[src/logic/ps2s_params.svh]
`ifndef PS2S_PARAMS_SVH
`define PS2S_PARAMS_SVH
// register byte offsets
`define PS2S_OFF_DATA 5'h00
`define PS2S_OFF_CTRL 5'h04
`define PS2S_OFF_STAT 5'h08
`define PS2S_OFF_INT_STAT 5'h0C
`define PS2S_OFF_INT_MASK 5'h10
// status bit positions
`define PS2S_ST_LATE 7
`define PS2S_ST_TIMEOUT 5
`define PS2S_ST_STOP_ERR 3
`define PS2S_ST_RX_ERR 1
// control field positions
`define PS2S_CT_DIR 0
`define PS2S_CT_ON 1
`define PS2S_CT_PAR_LO 2
`define PS2S_CT_STOP_LO 4
// stop level encodings
`define PS2S_STOP_HIGH 2'h0
`define PS2S_STOP_LOW 2'h1
// reset values
`define PS2S_TXQ_RST 1'h1
`define PS2S_PIN_LOW_RST 1'h1
// timing figures and link frame counts
`define PS2S_CLK_HZ 40000000
`define PS2S_START_LATE_MS 25
`define PS2S_BIT_GAP_US 300
`define PS2S_FRAME_MS 2
`define PS2S_HOLD_US 300
`define PS2S_LAST_EDGE 4'hA
`endif

[src/logic/ps2s_pkg.sv]
package ps2s_pkg;
	typedef enum logic [1:0] {TX_IDLE, TX_WAIT_START, TX_SHIFT} ps2s_tx_state_t;
	typedef enum logic {RX_IDLE, RX_FRAME} ps2s_rx_state_t;
	// control register fields, also handed to the shifter
	typedef struct packed {
		logic [1:0] stop_level;
		logic [1:0] parity;
		logic channel_on;
		logic direction_select;
	} ps2s_ctrl_t;
	// status flags kept by this block
	typedef struct packed {
		logic tx_start_late_flag;
		logic rx_active;
		logic tx_timeout_flag;
		logic tx_quiet;
		logic stop_bit_error;
		logic rx_error_flag;
	} ps2s_flags_t;
	// whole state of the channel status block
	typedef struct packed {
		logic clk_s1;
		logic clk_s2;
		logic clk_prev;
		logic dat_s1;
		logic dat_s2;
		ps2s_ctrl_t ctrl;
		ps2s_flags_t flags;
		ps2s_tx_state_t tx_state;
		ps2s_rx_state_t rx_state;
		logic [3:0] tx_edges;
		logic [3:0] rx_edges;
		logic [19:0] tmr;
		logic [16:0] frame_tmr;
		logic [13:0] hold_tmr;
		logic clk_low;
		logic read_seen;
		logic pin_low;
		logic [2:0] int_stat;
		logic [2:0] int_mask;
		logic ack;
		logic [31:0] rdata;
		logic [7:0] tx_data;
		logic tx_load;
	} ps2s_state_t;
endpackage

[src/logic/ps2s_status.sv]
// Summary of operation
// - start bit over 25 ms late sets flag
// - late start also sets transmit timeout
// - receive-active bit shows frame in progress
// - timeout forces receive, holds clock low
// - bit gap over 300us is timeout
// - start to tenth bit over 2ms: timeout
// - transmit buffer write clears tx_quiet
// - eleventh edge, timeout, control clears set quiet
// - rising tx_quiet raises activity interrupt
// - wrong stop level sets error flags
// - receive error holds clock low too
// - stop config: high, low or ignored
//
// Chosen here: the Avalon-MM interface to the registers.
`include "ps2s_params.svh"
module ps2s_status #(
	parameter int unsigned START_LATE_CYC = `PS2S_START_LATE_MS * (`PS2S_CLK_HZ / 1000),
	parameter int unsigned GAP_CYC = `PS2S_BIT_GAP_US * (`PS2S_CLK_HZ / 1000000),
	parameter int unsigned FRAME_CYC = `PS2S_FRAME_MS * (`PS2S_CLK_HZ / 1000),
	parameter int unsigned HOLD_CYC = `PS2S_HOLD_US * (`PS2S_CLK_HZ / 1000000)
) (
	input wire logic clk_i,
	input wire logic reset_i,
	input wire logic ce_i,
	input wire logic [4:0] avs_address_i,
	input wire logic avs_read_i,
	input wire logic avs_write_i,
	input wire logic [31:0] avs_writedata_i,
	input wire logic [3:0] avs_byteenable_i,
	output logic [31:0] avs_readdata_o,
	output logic avs_waitrequest_o,
	input wire logic ps2_clk_i,
	input wire logic ps2_data_i,
	output logic ps2_clk_o,
	output logic ps2_clk_oe_o,
	input wire logic rx_fault_i,
	output logic [7:0] tx_data_o,
	output logic tx_load_o,
	output ps2s_pkg::ps2s_ctrl_t ctrl_o,
	output logic irq_o
);
	ps2s_pkg::ps2s_state_t st_reg; // registered state
	ps2s_pkg::ps2s_state_t st_next; // next state
	logic req; // bus request present
	logic acc; // request taken this edge
	logic wr_acc; // write taken
	logic rd_stat; // status register read taken
	logic fall; // link clock falling edge, own hold masked
	logic rx_on; // receiver may watch the link
	logic stop_bad; // sampled stop level is wrong

	// status word as software sees it; parity and data-ready live in the shifter
	function automatic logic [31:0] status_word(input ps2s_pkg::ps2s_flags_t f);
		status_word = {24'h000000, f.tx_start_late_flag, f.rx_active, f.tx_timeout_flag,
			f.tx_quiet, f.stop_bit_error, 1'b0, f.rx_error_flag, 1'b0};
	endfunction

	// one wait cycle on every access keeps read data from a flop
	assign req = avs_read_i | avs_write_i;
	assign avs_waitrequest_o = req & ~st_reg.ack;
	assign acc = req & st_reg.ack;
	assign wr_acc = acc & avs_write_i & avs_byteenable_i[0];
	assign rd_stat = acc & avs_read_i & (avs_address_i == `PS2S_OFF_STAT);
	// our own pull-down would look like a peripheral edge, so it is masked
	assign fall = st_reg.clk_prev & ~st_reg.clk_s2 & ~st_reg.clk_low;
	assign rx_on = st_reg.ctrl.channel_on & ~st_reg.ctrl.direction_select & ~st_reg.clk_low;
	// ignored or reserved encodings never flag an error
	assign stop_bad = ((st_reg.ctrl.stop_level == `PS2S_STOP_HIGH) & ~st_reg.dat_s2) |
		((st_reg.ctrl.stop_level == `PS2S_STOP_LOW) & st_reg.dat_s2);

	// outputs from the state flops; clock output tied low, irq gated by the mask
	assign avs_readdata_o = st_reg.rdata;
	assign ps2_clk_o = 1'b0;
	assign ps2_clk_oe_o = st_reg.pin_low;
	assign tx_data_o = st_reg.tx_data;
	assign tx_load_o = st_reg.tx_load;
	assign ctrl_o = st_reg.ctrl;
	assign irq_o = |(st_reg.int_stat & st_reg.int_mask);

	// next-state logic for the whole block
	always_comb
	begin
		st_next = st_reg;
		st_next.tx_load = 1'b0;
		// two-flop synchronisers, third stage for edge finding
		st_next.clk_s1 = ps2_clk_i;
		st_next.clk_s2 = st_reg.clk_s1;
		st_next.clk_prev = st_reg.clk_s2;
		st_next.dat_s1 = ps2_data_i;
		st_next.dat_s2 = st_reg.dat_s1;
		st_next.ack = req & ~st_reg.ack;
		// read data captured in the wait cycle
		if (req & ~st_reg.ack & avs_read_i)
		begin
			if (avs_address_i == `PS2S_OFF_STAT)
			begin
				st_next.rdata = status_word(st_reg.flags);
			end
			else if (avs_address_i == `PS2S_OFF_CTRL)
			begin
				st_next.rdata = {26'h0000000, st_reg.ctrl};
			end
			else if (avs_address_i == `PS2S_OFF_INT_STAT)
			begin
				st_next.rdata = {29'h00000000, st_reg.int_stat};
			end
			else if (avs_address_i == `PS2S_OFF_INT_MASK)
			begin
				st_next.rdata = {29'h00000000, st_reg.int_mask};
			end
			else
			begin
				// receive buffer lives in the shifter; unmapped reads zero
				st_next.rdata = 32'h00000000;
			end
		end
		// interrupt status clears on read, before new events land
		if (acc & avs_read_i & (avs_address_i == `PS2S_OFF_INT_STAT))
		begin
			st_next.int_stat = 3'h0;
		end
		// register writes
		if (wr_acc)
		begin
			if (avs_address_i == `PS2S_OFF_DATA)
			begin
				// only an armed, enabled, idle transmitter starts
				if (st_reg.ctrl.channel_on & st_reg.ctrl.direction_select &
					(st_reg.tx_state == ps2s_pkg::TX_IDLE))
				begin
					st_next.tx_data = avs_writedata_i[7:0];
					st_next.tx_load = 1'b1;
					st_next.flags.tx_quiet = 1'b0;
					st_next.tx_state = ps2s_pkg::TX_WAIT_START;
					st_next.tmr = 20'h00000;
				end
			end
			else if (avs_address_i == `PS2S_OFF_CTRL)
			begin
				st_next.ctrl.stop_level = avs_writedata_i[`PS2S_CT_STOP_LO +: 2];
				st_next.ctrl.parity = avs_writedata_i[`PS2S_CT_PAR_LO +: 2];
				st_next.ctrl.channel_on = avs_writedata_i[`PS2S_CT_ON];
				// held in receive while the timeout flag stands
				st_next.ctrl.direction_select = avs_writedata_i[`PS2S_CT_DIR] &
					~st_reg.flags.tx_timeout_flag;
				// dropping either bit ends any transmission
				if (~st_next.ctrl.channel_on | ~st_next.ctrl.direction_select)
				begin
					st_next.tx_state = ps2s_pkg::TX_IDLE;
					st_next.flags.tx_quiet = 1'b1;
				end
			end
			else if (avs_address_i == `PS2S_OFF_STAT)
			begin
				// write one to clear; zeros leave flags alone
				if (avs_writedata_i[`PS2S_ST_LATE])
				begin
					st_next.flags.tx_start_late_flag = 1'b0;
				end
				if (avs_writedata_i[`PS2S_ST_TIMEOUT])
				begin
					st_next.flags.tx_timeout_flag = 1'b0;
				end
				if (avs_writedata_i[`PS2S_ST_STOP_ERR])
				begin
					st_next.flags.stop_bit_error = 1'b0;
				end
				if (avs_writedata_i[`PS2S_ST_RX_ERR])
				begin
					st_next.flags.rx_error_flag = 1'b0;
				end
			end
			else if (avs_address_i == `PS2S_OFF_INT_MASK)
			begin
				st_next.int_mask = avs_writedata_i[2:0];
			end
		end
		// transmit watch: hardware sets come after clears so a set wins
		case (st_reg.tx_state)
			ps2s_pkg::TX_WAIT_START:
			begin
				if (st_next.tx_state == ps2s_pkg::TX_WAIT_START)
				begin
					st_next.tmr = st_reg.tmr + 20'h00001;
					if (fall)
					begin
						// start bit seen: bit and frame timers begin
						st_next.tx_state = ps2s_pkg::TX_SHIFT;
						st_next.tx_edges = 4'h1;
						st_next.tmr = 20'h00000;
						st_next.frame_tmr = 17'h00000;
					end
					else if (32'(st_reg.tmr) > START_LATE_CYC)
					begin
						st_next.flags.tx_start_late_flag = 1'b1;
						st_next.flags.tx_timeout_flag = 1'b1;
					end
				end
			end
			ps2s_pkg::TX_SHIFT:
			begin
				if (st_next.tx_state == ps2s_pkg::TX_SHIFT)
				begin
					st_next.tmr = st_reg.tmr + 20'h00001;
					st_next.frame_tmr = st_reg.frame_tmr + 17'h00001;
					if (fall)
					begin
						st_next.tmr = 20'h00000;
						st_next.tx_edges = st_reg.tx_edges + 4'h1;
						if (st_reg.tx_edges == `PS2S_LAST_EDGE)
						begin
							// eleventh edge ends the frame; software re-arms
							st_next.tx_state = ps2s_pkg::TX_IDLE;
							st_next.flags.tx_quiet = 1'b1;
							st_next.ctrl.direction_select = 1'b0;
						end
					end
					else if (32'(st_reg.tmr) > GAP_CYC)
					begin
						st_next.flags.tx_timeout_flag = 1'b1;
					end
					else if ((st_reg.tx_edges < `PS2S_LAST_EDGE) & (32'(st_reg.frame_tmr) > FRAME_CYC))
					begin
						st_next.flags.tx_timeout_flag = 1'b1;
					end
				end
			end
			default:
			begin
			end
		endcase
		// any new transmit timeout aborts and returns to receive
		if (st_next.flags.tx_timeout_flag & ~st_reg.flags.tx_timeout_flag)
		begin
			st_next.tx_state = ps2s_pkg::TX_IDLE;
			st_next.flags.tx_quiet = 1'b1;
			st_next.ctrl.direction_select = 1'b0;
		end
		// receive frame tracking
		case (st_reg.rx_state)
			ps2s_pkg::RX_IDLE:
			begin
				if (rx_on & fall & ~st_reg.dat_s2)
				begin
					st_next.rx_state = ps2s_pkg::RX_FRAME;
					st_next.rx_edges = 4'h1;
				end
			end
			ps2s_pkg::RX_FRAME:
			begin
				if (~rx_on)
				begin
					st_next.rx_state = ps2s_pkg::RX_IDLE;
				end
				else if (fall)
				begin
					st_next.rx_edges = st_reg.rx_edges + 4'h1;
					if (st_reg.rx_edges == `PS2S_LAST_EDGE)
					begin
						// stop bit sampled on the eleventh falling edge
						st_next.rx_state = ps2s_pkg::RX_IDLE;
						if (stop_bad)
						begin
							st_next.flags.stop_bit_error = 1'b1;
							st_next.flags.rx_error_flag = 1'b1;
						end
					end
				end
			end
			default:
			begin
				st_next.rx_state = ps2s_pkg::RX_IDLE;
			end
		endcase
		// shifter reports parity and receive timing faults here
		if (rx_fault_i)
		begin
			st_next.flags.rx_error_flag = 1'b1;
		end
		st_next.flags.rx_active = (st_next.rx_state == ps2s_pkg::RX_FRAME);
		// clock hold: at least the minimum, then until status is read
		if (st_reg.clk_low)
		begin
			if (st_reg.hold_tmr != 14'h3FFF)
			begin
				st_next.hold_tmr = st_reg.hold_tmr + 14'h0001;
			end
			if (rd_stat)
			begin
				st_next.read_seen = 1'b1;
			end
			if ((32'(st_reg.hold_tmr) >= HOLD_CYC) & (st_reg.read_seen | rd_stat))
			begin
				st_next.clk_low = 1'b0;
			end
		end
		// a fresh error restarts the hold
		if ((st_next.flags.tx_timeout_flag & ~st_reg.flags.tx_timeout_flag) |
			(st_next.flags.rx_error_flag & ~st_reg.flags.rx_error_flag))
		begin
			st_next.clk_low = 1'b1;
			st_next.hold_tmr = 14'h0000;
			st_next.read_seen = 1'b0;
		end
		// disabled channel also drives the clock low
		st_next.pin_low = st_next.clk_low | ~st_next.ctrl.channel_on;
		// sticky interrupt events
		if (st_next.flags.tx_quiet & ~st_reg.flags.tx_quiet)
		begin
			st_next.int_stat[0] = 1'b1;
		end
		if (st_next.flags.rx_error_flag & ~st_reg.flags.rx_error_flag)
		begin
			st_next.int_stat[1] = 1'b1;
		end
		if (st_next.flags.stop_bit_error & ~st_reg.flags.stop_bit_error)
		begin
			st_next.int_stat[2] = 1'b1;
		end
	end

	// state register, frozen while the clock enable is low
	always_ff @(posedge clk_i)
	begin
		if (reset_i)
		begin
			st_reg <= '0;
			st_reg.flags.tx_quiet <= `PS2S_TXQ_RST;
			st_reg.pin_low <= `PS2S_PIN_LOW_RST;
		end
		else if (ce_i)
		begin
			st_reg <= st_next;
		end
	end

	// a late start always reports a transmit timeout too
	AST_LATE_WITH_TIMEOUT: assert property (@(posedge clk_i) disable iff (reset_i)
		$rose(st_reg.flags.tx_start_late_flag) |-> st_reg.flags.tx_timeout_flag)
		else $error("late start without transmit timeout");

	AST_LATE_FROM_WAIT: assert property (@(posedge clk_i) disable iff (reset_i)
		$rose(st_reg.flags.tx_start_late_flag) |-> $past(st_reg.tx_state) == ps2s_pkg::TX_WAIT_START
			&& 32'($past(st_reg.tmr)) > START_LATE_CYC)
		else $error("late start flagged outside start wait");

	AST_RX_BUSY_ON_START: assert property (@(posedge clk_i) disable iff (reset_i)
		$rose(st_reg.flags.rx_active) |-> $past(fall) && !$past(st_reg.dat_s2))
		else $error("receive busy without start bit");

	AST_TIMEOUT_HOLDS: assert property (@(posedge clk_i) disable iff (reset_i)
		st_reg.flags.tx_timeout_flag |-> !st_reg.ctrl.direction_select
			&& (st_reg.tx_state == ps2s_pkg::TX_IDLE))
		else $error("transmit allowed while timeout stands");

	AST_HOLD_PIN: assert property (@(posedge clk_i) disable iff (reset_i)
		($rose(st_reg.flags.rx_error_flag) || $rose(st_reg.flags.tx_timeout_flag)) |->
			st_reg.clk_low ##1 (!ce_i || st_reg.pin_low))
		else $error("clock not pulled low after error");

	AST_HOLD_MIN: assert property (@(posedge clk_i) disable iff (reset_i)
		$fell(st_reg.clk_low) |-> 32'($past(st_reg.hold_tmr)) >= HOLD_CYC && $past(st_reg.read_seen || rd_stat))
		else $error("clock hold released early");

	AST_GAP_BOUND: assert property (@(posedge clk_i) disable iff (reset_i)
		st_reg.tx_state == ps2s_pkg::TX_SHIFT |-> 32'(st_reg.tmr) <= GAP_CYC + 1)
		else $error("bit gap exceeded without timeout");

	AST_FRAME_BOUND: assert property (@(posedge clk_i) disable iff (reset_i)
		st_reg.tx_state == ps2s_pkg::TX_SHIFT && st_reg.tx_edges < `PS2S_LAST_EDGE |->
			32'(st_reg.frame_tmr) <= FRAME_CYC + 1)
		else $error("frame time exceeded without timeout");

	AST_TXBUF_CLEARS_QUIET: assert property (@(posedge clk_i) disable iff (reset_i)
		ce_i && wr_acc && avs_address_i == `PS2S_OFF_DATA && st_reg.ctrl.channel_on
			&& st_reg.ctrl.direction_select && st_reg.tx_state == ps2s_pkg::TX_IDLE |=>
			!st_reg.flags.tx_quiet && tx_load_o)
		else $error("transmit buffer write did not start");

	AST_QUIET_AFTER_ELEVENTH: assert property (@(posedge clk_i) disable iff (reset_i)
		ce_i && st_reg.tx_state == ps2s_pkg::TX_SHIFT && fall && st_reg.tx_edges == `PS2S_LAST_EDGE |=>
			st_reg.flags.tx_quiet && !st_reg.ctrl.direction_select)
		else $error("eleventh edge did not end transmission");

	AST_QUIET_IRQ: assert property (@(posedge clk_i) disable iff (reset_i)
		$rose(st_reg.flags.tx_quiet) |-> st_reg.int_stat[0])
		else $error("quiet rise without activity event");

	AST_STOP_CHECK: assert property (@(posedge clk_i) disable iff (reset_i)
		$rose(st_reg.flags.stop_bit_error) |-> st_reg.flags.rx_error_flag
			&& ($past(st_reg.ctrl.stop_level) == `PS2S_STOP_HIGH || $past(st_reg.ctrl.stop_level) == `PS2S_STOP_LOW))
		else $error("stop error with level ignored");

	AST_W1C_LATE: assert property (@(posedge clk_i) disable iff (reset_i)
		ce_i && wr_acc && avs_address_i == `PS2S_OFF_STAT && avs_writedata_i[`PS2S_ST_LATE]
			&& st_reg.tx_state != ps2s_pkg::TX_WAIT_START |=> !st_reg.flags.tx_start_late_flag)
		else $error("start-late flag not cleared by write one");
endmodule

[config.mk]
export PLATFORM = sky130hd
export DESIGN_NAME = ps2s_status
export DESIGN_NICKNAME = d
export VERILOG_FILES = /design/src/logic/ps2s_pkg.sv /design/src/logic/ps2s_status.sv
export VERILOG_INCLUDE_DIRS = /design/src /design/src/logic
export SDC_FILE = /design/constraint.sdc
export NUM_CORES = 1
export LEC_CHECK = 0
export ABC_CLOCK_PERIOD_IN_PS = 5460
export BUFFER_PORTS_ARGS = -buffer_cell sky130_fd_sc_hd__buf_2
export CORE_ASPECT_RATIO = 0.9
export CORE_MARGIN = 1
export CORE_UTILIZATION = 51
export CTS_BUF_LIST = sky130_fd_sc_hd__clkbuf_16
export DETAILED_ROUTE_END_ITERATION = 10
export PLACE_DENSITY = 0.85
export SYNTH_ARGS = -nofsm -noshare
export SYNTH_HDL_FRONTEND = slang
export SYNTH_SLANG_ARGS = --single-unit
[constraint.sdc]
create_clock -name clk_i -period 5.46 [get_ports clk_i]
set_input_delay 0.273 -clock clk_i [delete_from_list [all_inputs] [get_ports clk_i]]
set_output_delay 0.273 -clock clk_i [all_outputs]
set_load 0.05 [all_outputs]
==> flow_summary.ini, run 1 <==
[run_status]
outcome = finished clean

[yosys]
async_reset_ff_share_pct = 0
syn-instance-count = 717
syn_avg_cell_area_sq_um = 7.93
synthTopCellsByArea = dfxtp_1 37%, buf_4 6.2%, nand2_1 5.4%
synth_top_cell_by_area = dfxtp_1
synth-seq-cells = 105
seq_area_frac_synth_pct = 37.0
yosysMostFrequentCell = dfxtp_1
ys.flop_type = dfxtp_1
syn_area_sq_um = 5690
synth_edf_count = 0
synth.distinct_cells = 64
synth_common_cells = 105 x dfxtp_1, 82 x nand2_1, 81 x nor2_1
yosys_warnings = 0
netlist.area_leader.share_pct = 37.0

[pwr]
swShare_pct = 24.1
seqPwrFrac_pct = 47.6
power.internal_uw = 1240
pwr-share-comb_pct = 7.4
p_sw_uw = 394
p_leak_uw = 0.00227
peakVddDrop_mv = 0.157
powerDensity_nw_per_um2 = 269
clockPowerShare_pct = 45.0

[grt]
grt_use_total_pct = 22.3
grtUsageMet2_pct = 34.4
met1_usage_pct = 29.6
antenna_found_initial = 0
grt_pass1_vias = 4412
overflow = 0
use_met3_pct = 7.12
top_usage_layer = met2
grt_pass1_wl_mm = 20.6
grt_max_degree = 62

[layout]
drive_above_1_share_pct = 11.2
fin_util_pct = 56.1
largest_register_ff_count = 78
num_antenna_cells = 0
area_delta_synth_final_pct = 7.15
nNetsFinal = 789

[sta]
setup_violations = 0
worst_pin_slew_ps = 1130
skew_ps = 5.99
max_freq_mhz = 316
fin_setup_tns_ps = 0
period_share_pct = 57.9
min_period_ps = 3160
hold_violations = 0
rsz0062_at_grt = false
drv_slew = 0
relSlewSlack_pct = 24.4

[die]
die_x_um = 113
die_h_um = 102
core_sq_um = 10900
start_util_pct = 52.4
io_pins = 100
num_rows = 36
die_area_sq_um = 11600

[routing]
wl_per_cell_um = 14.6
drcViolationCount = 0
drtIter0Drc = 513
wl_mm = 12.9
via_per_inst = 5.69
vias = 5031
first_pass_iters = 5
ant_nets = 0

[clock_tree]
cts.clk_slew.worst_paths_ps = 70
cts_htree_levels = 3
clockBufferDepth = 2
insertion_delay_ps = 350
cts_made_buffers = 9
cts_root_buf = clkbuf_16
clock-sinks = 105
cts_resized = 0
post_cts_buffers = 0
cts_hold_buf = 0
cts_tree = yes

[critical_path]
path_class = register to register
cp.required_ps = 5740
cp_data_arrival_time_ps = 3440
crit_fanout = 13
endpoint_kind = register
startpoint_type = register

[placement]
numPortBuffers = 47
gp_congestion = 0.915
dp_hpwl_mm = 8.81

[hold_path]
min_path_type = input pin to register

[flow_run]
drv_cap = 0
stage by stage:
step | power (uW) | instance area, sq um | std cells | hold slack [ps] | setup WS, ps
4_1_cts | 1650 | 6090 | 884 | 157 | 2300
5_1_grt | 1690 | 6090 | 884 | 173 | 2060
3_3_place_gp | 915 | 5750 | 868 | 440 | 2380
2_1_floorplan | 908 | 5780 | 741 | 409 | 2950
6_report | 1640 | 6090 | 884 | 165 | 2300
3_5_place_dp | 917 | 5750 | 868 | 447 | 2340
final timing paths:
check / from / to / slack, ps / depth (start not counted)
min reg2reg: tx_data_o[1] / tx_data_o[1] / 460 / 2
max reg2reg: st_reg[50] / st_reg[61] / 2300 / 9
min: ps2_data_i / st_next[125] / 170 / 3
max: st_reg[50] / st_reg[61] / 2300 / 9
placed cells by master (no fill, tap or decap), types with 5 or more instances in the layout:
cell | synthesis | final
xnor2_1 | 10 | 10
clkbuf_16 | 0 | 9
o21ai_0 | 34 | 34
o31ai_1 | 5 | 5
buf_2 | 5 | 47
nand4_1 | 9 | 9
nand3_1 | 39 | 39
a22oi_1 | 7 | 7
a31oi_1 | 13 | 13
and3_1 | 22 | 22
mux2i_1 | 11 | 11
nor4_1 | 5 | 5
nand2b_1 | 10 | 10
nor3_1 | 18 | 18
dfxtp_1 | 105 | 105
inv_1 | 22 | 22
a21oi_1 | 50 | 50
xor2_1 | 18 | 18
conb_1 | 1 | 25
ha_1 | 13 | 13
nor2_1 | 81 | 81
a211oi_1 | 12 | 12
or3_1 | 5 | 5
nand2_1 | 82 | 82
critical path, cell delays in order (launching register included):
cell and delay [ps]:
dfxtp_1 500, nor3b_1 100, buf_4 190, or4_1 530, a211oi_1 430, nand4_2 170, o211ai_2 260, nor2_1 200
or4_1 540, a21oi_1 150
power groups by stage:
stage,sequential [uW],clock [uW],combinational (uW)
finish,779,736,122
global route,780,776,130
CTS,779,746,120
detailed placement,797,0,120
global placement,796,0,119
floorplan,793,0,116
metal layers:
layer	vias up	share of wire (%)	wire, um
met4	0	1.3	168
met3	17	8.1	1040
met5	-	0	0
li1	2480	-	-
met2	179	45	5830
met1	2355	45	5880
layout make-up:
class                   instances  area (sq um)
inverters                      22          82.6
clock buffers                   9           225
multi-input cells             538          3110
clock inverters                 7           119
fillers                       962          4760
repair buffers                 51           265
flip-flops and latches        105          2100
well taps                     152           190
kinds of logic (layout without fill, tap and decap cells):
group                      after synthesis  in the layout  synth area share, %
other                                    1             25               0.0659
xor gates and xnor gates                28             28                 4.31
AOI/OAI and AO/OA                      151            151                 16.6
and+or+nand+nor                        306            306                 26.5
buffers and inverters                   98             89                 9.94
muxes                                   15             15                 2.73
DFF                                    105            105                 37.0
adders and majority gates               13             13                 2.86
Power figures use the tool's default switching activity.
==> inputs of run 2 (changes only) <==
--- a/config.mk
+++ b/config.mk
@@ -6,14 +6,14 @@
 export SDC_FILE = /design/constraint.sdc
 export NUM_CORES = 1
 export LEC_CHECK = 0
-export ABC_CLOCK_PERIOD_IN_PS = 5460
+export ABC_CLOCK_PERIOD_IN_PS = 2600
 export BUFFER_PORTS_ARGS = -buffer_cell sky130_fd_sc_hd__buf_2
 export CORE_ASPECT_RATIO = 0.9
 export CORE_MARGIN = 1
 export CORE_UTILIZATION = 51
 export CTS_BUF_LIST = sky130_fd_sc_hd__clkbuf_16
 export DETAILED_ROUTE_END_ITERATION = 10
-export PLACE_DENSITY = 0.85
+export PLACE_DENSITY = 0.88
 export SYNTH_ARGS = -nofsm -noshare
 export SYNTH_HDL_FRONTEND = slang
 export SYNTH_SLANG_ARGS = --single-unit
==> constraint.sdc (replaced) <==
create_clock -name clk_i -period 2.6 [get_ports clk_i]
set_input_delay 0.13 -clock clk_i [delete_from_list [all_inputs] [get_ports clk_i]]
set_output_delay 0.13 -clock clk_i [all_outputs]
set_load 0.05 [all_outputs]
==> run 2 against run 1 <==
Effect of this change:
- clock power up 93%
- register-to-register slack lost 2300 ps
- sequential share of layout area down 3.1 points
- sequential power up 110%
- first-iteration DRC count rose by 31%
- die area did not move
- power rose by 110%
- sequential cell count is the same
- highest routed layer unchanged
- non-clock buffer count increased by 61
==> flow_summary.ini, run 2 (synthesized netlist as in run 1, its figures left out) <==
[run_status]
outcome = finished clean

[clock_tree]
clockBufferDepth = 2
clock-sinks = 105
insertion_delay_ps = 350
cts.clk_slew.worst_paths_ps = 70
cts_root_buf = clkbuf_16
cts_hold_buf = 0
cts_htree_levels = 3
cts_tree = yes
cts_made_buffers = 9

[layout]
fillers = 891
area_delta_synth_final_pct = 18.0
num_antenna_cells = 0
layout_common_cells = 101 x dfxtp_1, 81 x nand2_1, 79 x nor2_1
drive_above_1_share_pct = 22.2
multiInputGateArea_sq_um = 3280
largest_register_ff_count = 78
seq_area_sq_um = 2110
design_area_sq_um = 6710
mostFrequentLayoutCell = dfxtp_1
fin_util_pct = 61.8
nNetsFinal = 850

[routing]
wl_per_cell_um = 15.8
ant_nets = 0
wl_mm = 14.9
first_pass_iters = 7
drcViolationCount = 0
vias = 5498
drtIter0Drc = 671
via_per_inst = 5.82

[pwr]
peakVddDrop_mv = 0.277
powerDensity_nw_per_um2 = 500
p_leak_uw = 0.00261
p_sw_uw = 891
swShare_pct = 26.5
seqPwrFrac_pct = 48.6
pwr-share-comb_pct = 9.1
power.internal_uw = 2470
clockPowerShare_pct = 42.3

[die]
die_h_um = 102
die_area_sq_um = 11600
start_util_pct = 52.4
die_x_um = 113
io_pins = 100
num_rows = 36
core_sq_um = 10900

[placement]
placed_area_sq_um = 6150
numPortBuffers = 47
gp_congestion = 0.938
dp_hpwl_mm = 10.1
pre_cts_ws_ps = -228

[grt]
grt_pass1_vias = 4894
grt_pass1_wl_mm = 23.1
antenna_found_initial = 0
overflow = 0
met1_usage_pct = 32.6
top_usage_layer = met2
use_met3_pct = 4.51
grtUsageMet2_pct = 41.8
grt_use_total_pct = 25.0
grt_max_degree = 34

[critical_path]
path_class = register to register
endpoint_kind = register
cp.required_ps = 2890
startpoint_type = register
crit_fanout = 7
cp_data_arrival_time_ps = 2870

[sta]
min_period_ps = 2580
period_share_pct = 99.3
worst_pin_slew_ps = 670
fin_setup_tns_ps = 0
hold_slack_ps = 14.3
hold_violations = 0
skew_ps = 10.1
relSlewSlack_pct = 55.3
drv_slew = 0
setup_ws_ps = 17.5
setup_violations = 0
rsz0062_at_grt = true
max_freq_mhz = 387

[hold_path]
min_path_type = input pin to register

[flow_run]
drv_cap = 0
[run 2: what timing repair did]
action                     4_1_cts  5_1_grt
gates cloned                     0        0
setup endpoints to repair       21       50
setup buffers                    3        7
gates resized for setup         15       35
pin swaps                        7       18
[run 2: path summary, 6_finish.rpt]
| path | startpoint | endpoint | slack, ps | cells past startpoint |
|---|---|---|---|---|
| min reg2reg | tx_data_o[5] | tx_data_o[5] | 460 | 2 |
| min | avs_writedata_i[6] | tx_data_o[6] | 10 | 3 |
| max reg2reg | st_reg[112] | st_reg[60] | 20 | 10 |
| max | st_reg[112] | st_reg[60] | 20 | 10 |
[run 2: final cells by class]
type | instances | share of cell area [%]
clock buffer | 9 | 3.36
clock inverter | 7 | 1.29
inverter | 22 | 1.27
sequential | 105 | 31.4
multi-input combinational | 538 | 48.8
tap | 152 | 2.83
timing repair buffer | 112 | 11.1
[run 2: through the flow]
stage	cells	total power, uW
3_3_place_gp	920	1940
5_1_grt	945	3450
6_report	945	3360
4_1_cts	939	3350
2_1_floorplan	741	1910
3_5_place_dp	920	1950
[run 2: metal layers]
metal	wire, um	part of all wire (%)
met1	6240	42
met2	7070	47
met4	276	1.9
met3	1310	8.8
met5	0	0
[run 2: worst max-delay path, stage by stage (launching register included)]
cell and delay [ps]:
dfxtp_2 360, inv_4 80, ha_4 130, nand4b_1 140, or3_4 460, a21oi_4 240
nand4_4 150, o211ai_4 210, nor2_4 70, or4b_4 520, a21oi_2 150
[run 2: power by group through the flow]
| stage | Clock (uW) | Sequential (uW) | Combinational [uW] |
|---|---|---|---|
| 2_1_floorplan | 0 | 1670 | 243 |
| 3_5_place_dp | 0 | 1670 | 278 |
| 5_1_grt | 1490 | 1630 | 322 |
| 4_1_cts | 1430 | 1630 | 286 |
| 6_report | 1420 | 1630 | 305 |
| 3_3_place_gp | 0 | 1670 | 274 |
==> inputs of run 3 (changes only) <==
--- a/config.mk
+++ b/config.mk
@@ -8,7 +8,7 @@
 export LEC_CHECK = 0
 export ABC_CLOCK_PERIOD_IN_PS = 2600
 export BUFFER_PORTS_ARGS = -buffer_cell sky130_fd_sc_hd__buf_2
-export CORE_ASPECT_RATIO = 0.9
+export CORE_ASPECT_RATIO = 0.7
 export CORE_MARGIN = 1
 export CORE_UTILIZATION = 51
 export CTS_BUF_LIST = sky130_fd_sc_hd__clkbuf_16
==> run 3 against run 2 <==
Effect of this change:
- the flow now finishes with violations (negative setup slack)
- sequential share of layout area grew 0.55 points
- routed wire length shrank 1.5%
- worst hold slack lost 11 ps
- cell area shrank 1.7%
- sequential power is essentially flat
- combinational power shrank 3%
- sequential cell count is the same
- clock skew shrank 3.0 ps
- clock-buffer cell count is the same
- register-to-register slack lost 40 ps
- cell count shrank 1.1%
- first-iteration DRC count shrank 1.2%
- critical endpoint is now st_reg[63]
==> flow_summary.ini, run 3 (synthesized netlist as in run 1, its figures left out) <==
[routing]
wl_per_cell_um = 15.7
ant_nets = 0
first_pass_iters = 7
wl_mm = 14.7
vias = 5426
drtIter0Drc = 663
drcViolationCount = 0
via_per_inst = 5.80

[placement]
dpl.cell_count = 913
dp_hpwl_mm = 10.3
numPortBuffers = 47
gp_congestion = 1.01

[sta]
min_period_ps = 2630
rsz0062_at_grt = true
max_freq_mhz = 381
hold_violations = 0
setup_ws_ps = -25.0
worst_pin_slew_ps = 617
period_share_pct = 101
drv_slew = 0
setup_violations = 3
relSlewSlack_pct = 58.7
skew_ps = 7.09

[critical_path]
path_class = register to register
cp.required_ps = 2850
startpoint_type = register
crit_fanout = 7
cp_data_arrival_time_ps = 2880
endpoint_kind = register

[hold_path]
min_path_type = input pin to register

[grt]
met1_usage_pct = 35.9
overflow = 0
antenna_found_initial = 0
grt_use_total_pct = 25.1
use_met3_pct = 8.59
grt_max_degree = 32
grt_pass1_wl_mm = 23.2
grtUsageMet2_pct = 34.8
grt_pass1_vias = 4752
top_usage_layer = met1

[run_status]
violations = negative setup slack
outcome = finished with violations

[pwr]
peakVddDrop_mv = 0.341
powerDensity_nw_per_um2 = 499
p_leak_uw = 0.00256

[layout]
layout_common_cells = 101 x dfxtp_1, 82 x nand2_1, 79 x nor2_1
fin_util_pct = 62.3
mostFrequentLayoutCell = dfxtp_1
nNetsFinal = 844
fin_cells = 935
drive_above_1_share_pct = 20.7
area_delta_synth_final_pct = 16.0
num_antenna_cells = 0
largest_register_ff_count = 78

[flow_run]
drv_cap = 0

[die]
num_rows = 31
core_sq_um = 10600
io_pins = 100
start_util_pct = 53.7
die_x_um = 128
die_h_um = 90.4
die_area_sq_um = 11600

[clock_tree]
clock-sinks = 105
cts_made_buffers = 9
cts_root_buf = clkbuf_16
clockBufferDepth = 2
cts_tree = yes
insertion_delay_ps = 360
cts_htree_levels = 3
cts.clk_slew.worst_paths_ps = 70
## run 3: final cells by class
type / count / area (sq um)
inverters: 22 / 82.6
repair buffers: 106 / 697
flip-flops and latches: 105 / 2110
multi-input cells: 538 / 3230
well taps: 148 / 185
fillers: 871 / 3990
clock inverters: 7 / 68.8
clock buffers: 9 / 225
## run 3: final timing paths
path | slack, ps | end | from | cells after the start
max | -30 | st_reg[63] | st_reg[65] | 12
min reg2reg | 450 | tx_data_o[2] | tx_data_o[2] | 2
max reg2reg | -30 | st_reg[63] | st_reg[65] | 12
min | 3 | st_next[128] | ps2_clk_i | 3
## run 3: critical path: stages, from the launching register on
cell and delay, ps:
dfxtp_2 330, inv_2 70, ha_4 120, or4b_4 460, o31ai_4 200, a211oi_2 130
nor3_1 210, buf_4 190, o211ai_4 140, buf_6 160, o211ai_1 240, xor2_1 220
nor2_1 50
## run 3: what timing repair did
action | CTS | global route
hold endpoints to repair | 1 | 0
setup endpoints to repair | 20 | 32
hold buffers | 1 | 0
buffers inserted | 1 | 4
gates resized for setup | 7 | 30
pin swaps | 5 | 14
## run 3: metal layers
metal  up-vias  part of all wire, %
li1       2595                    -
met1      2564                   45
met2       247                   43
met3        20                   11
met4         0                  1.1
met5         -                    0
## run 3: report_power, final
group,internal [uW],switching [uW],total [uW]
Clock,681,681,1360
Sequential,1620,10.0,1630
Combinational,73.3,222,296
Total,2380,913,3290
## run 3: per-stage QoR
step / TNS (ps) / power (uW) / setup WS [ps] / instance area [sq um] / hold slack [ps]
after floorplan: 0 / 1910 / 90.2 / 5780 / 266
after global placement: -385 / 1940 / -58.8 / 6130 / 369
after detailed placement: -2040 / 1950 / -187 / 6130 / 374
after CTS: -1.84 / 3280 / -1.84 / 6480 / 0.781
after global routing: -797 / 3390 / -112 / 6600 / 7.38
final: -41.4 / 3290 / -25.0 / 6600 / 3.41
